[src/rtl/lpoc_defs.svh]
`ifndef LPOC_DEFS_SVH
`define LPOC_DEFS_SVH

`define LPOC_MODE_ADDR      8'h01
`define LPOC_PWM_FIRST      8'h06
`define LPOC_PWM_LAST       8'h45
`define LPOC_BIT_INVERT     4
`define LPOC_BIT_UPDATE_ACK 3
`define LPOC_BIT_TOTEM      2
`define LPOC_BIT_DIS_HI     1
`define LPOC_BIT_DIS_LO     0
`define LPOC_MODE_RESET     8'h04
`define LPOC_MODE_WMASK     8'h1F
`define LPOC_HIGH_MASK      8'h0F
`define LPOC_CHAN_BYTES     4
`define LPOC_CHANNELS       16
`define LPOC_CNT_WIDTH      12
`define LPOC_TICK_DIV       1

`endif

[src/rtl/lpoc_pkg.sv]
`include "lpoc_defs.svh"

package lpoc_pkg;

  typedef logic [`LPOC_CNT_WIDTH-1:0] lpoc_count_t;
  typedef logic [7:0]                 lpoc_byte_t;

  typedef enum logic {
    LPOC_DRV_OPEN_DRAIN,
    LPOC_DRV_TOTEM
  } lpoc_drive_t;

  // Address falls inside the staged count registers
  function automatic logic lpoc_in_pwm(input lpoc_byte_t addr);
    return (addr >= `LPOC_PWM_FIRST) && (addr <= `LPOC_PWM_LAST);
  endfunction

  // Byte index inside the staged block
  function automatic logic [5:0] lpoc_pwm_index(input lpoc_byte_t addr);
    lpoc_byte_t diff;
    diff = addr - `LPOC_PWM_FIRST;
    return diff[5:0];
  endfunction

endpackage

[src/rtl/lpoc_channel.sv]
module lpoc_channel
  import lpoc_pkg::*;
(
  input  wire logic        clock_in,
  input  wire logic        reset_in,
  input  wire logic        tick_in,
  input  wire lpoc_count_t count_in,
  input  wire lpoc_count_t turn_on_count_in,
  input  wire lpoc_count_t turn_off_count_in,
  output logic             pwm_out
);

  logic pwm_q;

  // Level holds between matches, so an off count below the on count
  // naturally lands in the following frame
  always_ff @(posedge clock_in) begin
    if (reset_in) begin
      pwm_q <= 1'b0;
    end else if (tick_in) begin
      if (count_in == turn_off_count_in) begin
        pwm_q <= 1'b0;
      end else if (count_in == turn_on_count_in) begin
        pwm_q <= 1'b1;
      end
    end
  end

  assign pwm_out = pwm_q;

endmodule

[src/rtl/lpoc_top.sv]
// Operation
// - Enabled outputs follow PWM, optionally inverted
// - Stop mode holds new values until STOP
// - Ack mode applies values on acknowledge
// - Ack mode: channel changes after fourth write
// - STOP applies all staged count registers together
// - Drive bit selects open-drain or totem-pole
// - Disabled, field 00: outputs low
// - Disabled, field 01: high or floating
// - Disabled, field 1x: outputs floating
// - Two 12-bit counts per channel
// - One free-running 12-bit counter wraps
// - Match on asserts, match off negates
// - Off below on negates next frame
// - Outputs low after reset
// - STOP after count write clears restart
// - Stopped oscillator freezes all PWM activity
`include "lpoc_defs.svh"

module lpoc_top
  import lpoc_pkg::*;
#(
  parameter int unsigned TICK_DIV = `LPOC_TICK_DIV
)(
  input  wire logic        clock_in,
  input  wire logic        reset_in,
  input  wire logic        write_in,
  input  wire lpoc_byte_t  addr_in,
  input  wire lpoc_byte_t  wdata_in,
  input  wire logic        stop_in,
  input  wire logic        osc_enable_in,
  input  wire logic        output_enable_n_in,
  output lpoc_byte_t       rdata_out,
  output logic             restart_clear_out,
  output logic [15:0]      led_channel_output_out,
  output logic [15:0]      led_drive_n_out
);

  localparam int NBYTES = `LPOC_CHANNELS * `LPOC_CHAN_BYTES;

  lpoc_byte_t  mode_q;
  lpoc_byte_t  stage_q [NBYTES];
  lpoc_byte_t  live_q  [NBYTES];
  logic [3:0]  loaded_q [`LPOC_CHANNELS];
  logic        pending_q;
  logic        oe_meta_q;
  logic        oe_n_q;
  logic [15:0] div_q;
  logic        tick;
  lpoc_count_t count_q;
  logic [15:0] pwm;
  logic [15:0] level;
  logic        pwm_wr;
  logic [5:0]  widx;
  logic [3:0]  wchan;
  logic        chan_done;
  logic        stop_apply;
  logic        ack_mode;
  logic        totem;

  assign pwm_wr     = write_in && lpoc_in_pwm(addr_in);
  assign widx       = lpoc_pwm_index(addr_in);
  assign wchan      = widx[5:2];
  assign ack_mode   = mode_q[`LPOC_BIT_UPDATE_ACK];
  assign totem      = (mode_q[`LPOC_BIT_TOTEM] == LPOC_DRV_TOTEM);
  assign chan_done  = pwm_wr && ack_mode && ((loaded_q[wchan] | (4'h1 << widx[1:0])) == 4'hF);
  assign stop_apply = stop_in && pending_q && !ack_mode;

  ////////////////////////////////////////////////////////////////
  // Mode register
  always_ff @(posedge clock_in) begin
    if (reset_in) begin
      mode_q <= `LPOC_MODE_RESET;
    end else if (write_in && addr_in == `LPOC_MODE_ADDR) begin
      mode_q <= wdata_in & `LPOC_MODE_WMASK;
    end
  end

  ////////////////////////////////////////////////////////////////
  // Staged counts, written byte by byte
  always_ff @(posedge clock_in) begin
    if (reset_in) begin
      for (int i = 0; i < NBYTES; i++) begin
        stage_q[i] <= 8'h00;
      end
    end else if (pwm_wr) begin
      stage_q[widx] <= widx[0] ? (wdata_in & `LPOC_HIGH_MASK) : wdata_in;
    end
  end

  // A write landing with STOP keeps the flag, so nothing is lost
  always_ff @(posedge clock_in) begin
    if (reset_in) begin
      pending_q <= 1'b0;
    end else if (pwm_wr && !ack_mode) begin
      pending_q <= 1'b1;
    end else if (stop_in) begin
      pending_q <= 1'b0;
    end
  end

  always_ff @(posedge clock_in) begin
    if (reset_in) begin
      for (int c = 0; c < `LPOC_CHANNELS; c++) begin
        loaded_q[c] <= 4'h0;
      end
    end else if (pwm_wr && ack_mode) begin
      loaded_q[wchan] <= chan_done ? 4'h0 : (loaded_q[wchan] | (4'h1 << widx[1:0]));
    end
  end

  ////////////////////////////////////////////////////////////////
  // Live counts seen by the comparators
  always_ff @(posedge clock_in) begin
    if (reset_in) begin
      for (int i = 0; i < NBYTES; i++) begin
        live_q[i] <= 8'h00;
      end
    end else begin
      for (int i = 0; i < NBYTES; i++) begin
        if (stop_apply || (chan_done && i[5:2] == wchan)) begin
          if (pwm_wr && widx == i[5:0]) begin
            live_q[i] <= widx[0] ? (wdata_in & `LPOC_HIGH_MASK) : wdata_in;
          end else begin
            live_q[i] <= stage_q[i];
          end
        end
      end
    end
  end

  always_ff @(posedge clock_in) begin
    if (reset_in) begin
      restart_clear_out <= 1'b0;
    end else begin
      restart_clear_out <= stop_apply || chan_done;
    end
  end

  always_ff @(posedge clock_in) begin
    if (reset_in) begin
      rdata_out <= 8'h00;
    end else if (addr_in == `LPOC_MODE_ADDR) begin
      rdata_out <= mode_q;
    end else if (lpoc_in_pwm(addr_in)) begin
      rdata_out <= stage_q[widx];
    end else begin
      rdata_out <= 8'h00;
    end
  end

  ////////////////////////////////////////////////////////////////
  // Count rate divider and frame counter
  always_ff @(posedge clock_in) begin
    if (reset_in || !osc_enable_in || div_q == 16'(TICK_DIV - 1)) begin
      div_q <= 16'h0000;
    end else begin
      div_q <= div_q + 16'h0001;
    end
  end

  assign tick = osc_enable_in && (div_q == 16'h0000);

  always_ff @(posedge clock_in) begin
    if (reset_in) begin
      count_q <= 12'h000;
    end else if (tick) begin
      count_q <= count_q + 12'h001;
    end
  end

  for (genvar c = 0; c < `LPOC_CHANNELS; c++) begin : g_chan
    lpoc_channel u_chan (
      .clock_in          (clock_in),
      .reset_in          (reset_in),
      .tick_in           (tick),
      .count_in          (count_q),
      .turn_on_count_in  ({live_q[4*c+1][3:0], live_q[4*c]}),
      .turn_off_count_in ({live_q[4*c+3][3:0], live_q[4*c+2]}),
      .pwm_out           (pwm[c])
    );
  end

  ////////////////////////////////////////////////////////////////
  // Output stage; enable pin is asynchronous, hence two stages
  always_ff @(posedge clock_in) begin
    if (reset_in) begin
      oe_meta_q <= 1'b0;
      oe_n_q    <= 1'b0;
    end else begin
      oe_meta_q <= output_enable_n_in;
      oe_n_q    <= oe_meta_q;
    end
  end

  assign level = pwm ^ {16{mode_q[`LPOC_BIT_INVERT]}};

  always_ff @(posedge clock_in) begin
    if (reset_in) begin
      led_channel_output_out <= 16'h0000;
      led_drive_n_out        <= 16'h0000;
    end else if (!oe_n_q) begin
      led_channel_output_out <= totem ? level : 16'h0000;
      led_drive_n_out        <= totem ? 16'h0000 : level; // Open drain only sinks
    end else if (mode_q[`LPOC_BIT_DIS_HI]) begin
      led_channel_output_out <= 16'h0000;
      led_drive_n_out        <= 16'hFFFF;
    end else if (mode_q[`LPOC_BIT_DIS_LO]) begin
      led_channel_output_out <= totem ? 16'hFFFF : 16'h0000;
      led_drive_n_out        <= totem ? 16'h0000 : 16'hFFFF;
    end else begin
      led_channel_output_out <= 16'h0000;
      led_drive_n_out        <= 16'h0000;
    end
  end
endmodule

[config.mk]
export PLATFORM = sky130hd
export DESIGN_NAME = lpoc_top
export DESIGN_NICKNAME = d
export VERILOG_FILES = /design/src/rtl/lpoc_pkg.sv /design/src/rtl/lpoc_channel.sv /design/src/rtl/lpoc_top.sv
export VERILOG_INCLUDE_DIRS = /design/src /design/src/rtl
export SDC_FILE = /design/constraint.sdc
export NUM_CORES = 2
export LEC_CHECK = 0
export ABC_AREA = 0
export BUFFER_PORTS_ARGS = -buffer_cell sky130_fd_sc_hd__buf_2
export CORE_ASPECT_RATIO = 0.5
export CORE_MARGIN = 2
export CORE_UTILIZATION = 57
export CTS_CLUSTER_DIAMETER = 120
export DETAILED_ROUTE_END_ITERATION = 8
export MAX_ROUTING_LAYER = met4
export PLACE_DENSITY = 0.77
export SLEW_MARGIN = 20
export SYNTH_ARGS = -nofsm -noshare
export SYNTH_HDL_FRONTEND = slang
export SYNTH_SLANG_ARGS = --single-unit
[constraint.sdc]
create_clock -name clock_in -period 5 [get_ports clock_in]
set_input_delay 0.75 -clock clock_in [delete_from_list [all_inputs] [get_ports clock_in]]
set_output_delay 0.75 -clock clock_in [all_outputs]
set_load 0.05 [all_outputs]
==> metrics.md <==
| Metric | Value |
|---|---|
| Sw Pwr | 4860 uW |
| WL final | 164 mm |
| Largest cells by area after synthesis | edfxtp_1, mux4_2, xor2_1, dfxtp_1, xnor2_1 |
| Syn_area_per_cell | 12.8 um^2 |
| H-tree depth | 3 |
| Overall Power | 19500 uW |
| Slack of the critical path | 0.781 ns |
| RSZ-0062 raised after global routing | false |
| Non-Filler Instances | 5433 |
| CP endpoint | live_q[1][145]$_SDFFCE_PP0P_ |
| Placer congestion estimate | 1.03 |
| Die Width | 429 um |
| CTS resizes | 0 |
| Register area share after synthesis | 59.7% |
| Seq cells post-synth | 1053 |
| Via-to-Cell Ratio | 6.62 |
| Clock insertion delay at the later pin of the skew report | 0.70 ns |
| Area of the multi-input gates | 20000 um^2 |
| Clock Skew | 0.0333 ns |
| Max_slew headroom | 12.7% |
| CTS tree | yes |
| Final Slew Violations | 0 |
| Fillers | 6462 |
| Worst reg2reg path depth | 7 |
| Number of synthesized flops with an enable pin | 960 |
| Sequential power share | 53.1% |
| Worst-Margin Slew | 1.31 ns |
| Fraction of layout cells with a size suffix above 1 | 18.2% |
| YS warnings | 0 |
| Clock power frac | 36.9% |
| Cts bufs inserted | 92 |
| Starting Density | 57.9% |
| Synth Flop Type | edfxtp_1 |
| Worst Path Required | 5.43 ns |
| Worst slack, placed | 0.219 ns |
| IO buf count | 62 |
| Pre-antenna DRT Iters | 8 |
| Hold Crit Class | in -> reg |
| Initial DRC count | 6364 |
| DR WL/cell | 30.3 um |
| Setup Crit Path Kind | in -> reg |
| Pwr Density | 341 nW/um^2 |
| Final period utilization | 84.4% |
| Pin count of the biggest net entering global routing | 135 |
| Reg-to-reg critical path startpoint | mode_q[3]$_SDFFE_PP0P_ |
| Worst setup EP type | register |
| Max Fclk | 0.237 GHz |
| Clock buffer depth | 3 |
| Total die area | 92800 um^2 |
| Placed cells | 5259 |
| Hold-fix buffers, CTS | 0 |
| Die height | 216 um |
| Switching share of total power | 24.9% |
| Vias in the first global route | 33905 |
| Peak supply drop | 252 uV |
| Critical Path Fanout Max | 17 |
| Clock root buffer | clkbuf_16 |
| Core Area | 88800 um^2 |
| Minimum clock period after layout | 4.22 ns |
| Clock sink count | 1053 |
| Yosys cell types | 73 |
| Post-synthesis cell count | 4029 |
| # DRC | 0 |
| CTS clk-pin slew, worst paths | 0.07 ns |
| First-pass GRT wire length | 235 mm |
| Max-Cap Viols | 0 |
| # setup viols final | 0 |
| Fin nets | 4199 |
| Final HPWL DP | 108 mm |
| Int Power | 14600 uW |
| Hold Vio Cnt, Final | 0 |
| Sequential Area | 30700 um^2 |
| Core Rows | 77 |
| Combinational Power Share | 10.0% |
| Mapped Area | 51400 um^2 |
| Status | completed |
| Static leakage | 0.0208 uW |
| CP Launch Type | input pin |
| Via Count | 35958 |
| Total grt overflow | 0 |
| Cell taking the most area after synthesis | edfxtp_1 |
| Top cell type's share of synthesized area | 56.0% |
| Post-CTS setup buffers | 0 |
| Total I/O pin count | 63 |
| Final hold slack | 0.260 ns |
| Synthesis-to-layout area growth | 11.1% |
| R2R Setup Slk | 1.55 ns |
| Crit path from | addr_in[1] |
| CP Data Arrival Time | 4.65 ns |
| GRT Overall Usage | 36.4% |
| Final ANT Viol Nets | 0 |
| Async set-or-reset flop fraction in the synthesized netlist | 0% |
| Initial antenna violation count | 10 |
| Worst reg2reg path endpoint | live_q[1][145]$_SDFFCE_PP0P_ |
through the flow:
stage / setup TNS [ns] / utilization [%] / cell area, um^2
5_1_grt: 0 / 64.3 / 57100
6_report: 0 / 64.3 / 57100
4_1_cts: 0 / 64.2 / 57100
3_5_place_dp: 0 / 60.9 / 54100
2_1_floorplan: -3.00 / - / 51900
3_3_place_gp: 0 / 60.9 / 54100
critical path, cell delays in order:
cell and delay [ns]:
buf_6 0.13, ha_1 0.40, xnor2_4 0.59, mux4_2 0.33
o22ai_1 0.10, o32ai_2 0.39, and4_1 0.55, buf_4 0.36
a31oi_2 0.19, a21oi_2 0.43, mux2_2 0.40
registers in the layout, indices dropped and copies added, names as in the netlist:
signal	count
live_q	384
count_q	12
mode_q	5
g_chan.u_chan.pwm_out	16
led_drive_n_out	16
led_channel_output_out	16
oe_meta_q	1
loaded_q	64
pending_q	1
restart_clear_out	1
div_q	16
stage_q	512
oe_n_q	1
rdata_out	8
layer usage:
metal | up-vias | track usage (%) | part of all wire [%]
met5 | - | - | 0
li1 | 14953 | - | -
met3 | 514 | 13.5 | 17
met2 | 2979 | 51.1 | 42
met1 | 17512 | 47.8 | 35
met4 | 0 | 15.3 | 5.0
logic make-up (layout without fill, tap and decap cells):
family	after synthesis	count (layout)	share of synthesized area [%]
buffers and inverters	347	433	2.67
DFF	1053	1053	59.7
xor gates and xnor gates	422	422	7.20
other	1	134	0.00729
and+or+nand+nor	1448	1448	13.8
AOI/OAI and AO/OA	404	404	5.18
muxes	346	346	11.2
adders and majority gates	8	8	0.195
synth_stat cells (all sizes together) (8+ instances only):
cell,n
nand2,272
a21oi,144
a31oi,12
o21ai,98
inv,11
nor2b,10
buf,70
or3,12
nand3,32
o22ai,14
and3,135
mux2,165
dfxtp,93
nor2,386
a41oi,16
mux4,164
and2,264
a211oi,71
mux2i,17
nor4,52
nor3,218
edfxtp,960
xnor2,201
ha,8
xor2,221
nand4,57
clkbuf,265
power by group through the flow:
stage	clock (uW)	combinational, uW	sequential, uW
2_1_floorplan	0	1130	10400
3_3_place_gp	0	1810	10500
3_5_place_dp	0	1830	10500
4_1_cts	7170	1850	10300
5_1_grt	7510	1990	10400
6_report	7200	1940	10400
cell type report:
type	instances	area share [%]
tap	1185	2.59
multi-input combinational	2756	35.1
clock buffer	124	4.56
antenna	6	0.0263
sequential	1053	53.7
clock inverter	43	0.642
inverter	12	0.0832
timing repair buffer	254	3.29
how the worst min path moves through the flow:
stage,from,cells after the start,to
final,output_enable_n_in,2,oe_meta_q$_SDFF_PP0_
after global routing,output_enable_n_in,2,oe_meta_q$_SDFF_PP0_
after CTS,output_enable_n_in,2,oe_meta_q$_SDFF_PP0_
after detailed placement,oe_meta_q$_SDFF_PP0_,1,oe_n_q$_SDFF_PP0_
after global placement,oe_meta_q$_SDFF_PP0_,1,oe_n_q$_SDFF_PP0_
after floorplan,oe_meta_q$_SDFF_PP0_,1,oe_n_q$_SDFF_PP0_
cells in the final DEF, fill, tap and decap left out, drive strengths merged, types with 5 or more instances in the layout:
cell type | netlist | routed
mux2i | 17 | 17
a41oi | 16 | 16
inv | 11 | 14
a21o | 5 | 5
nand2 | 272 | 272
and3 | 135 | 135
xnor2 | 201 | 201
o22ai | 14 | 14
and2 | 264 | 264
conb | 1 | 128
nor2 | 386 | 386
nand4 | 57 | 57
mux4 | 164 | 164
a31oi | 12 | 12
nor4 | 52 | 52
diode | 0 | 6
o221ai | 5 | 5
a21oi | 144 | 144
o21ai | 98 | 98
or3 | 12 | 12
buf | 70 | 254
nor2b | 10 | 10
clkbuf | 265 | 124
mux2 | 165 | 165
dfxtp | 93 | 93
a211oi | 71 | 71
xor2 | 221 | 221
a22oi | 7 | 7
nor3 | 218 | 218
nand3 | 32 | 32
ha | 8 | 8
clkinvlp | 0 | 5
edfxtp | 960 | 960
clkinv | 1 | 32
Power figures use the tool's default switching activity.
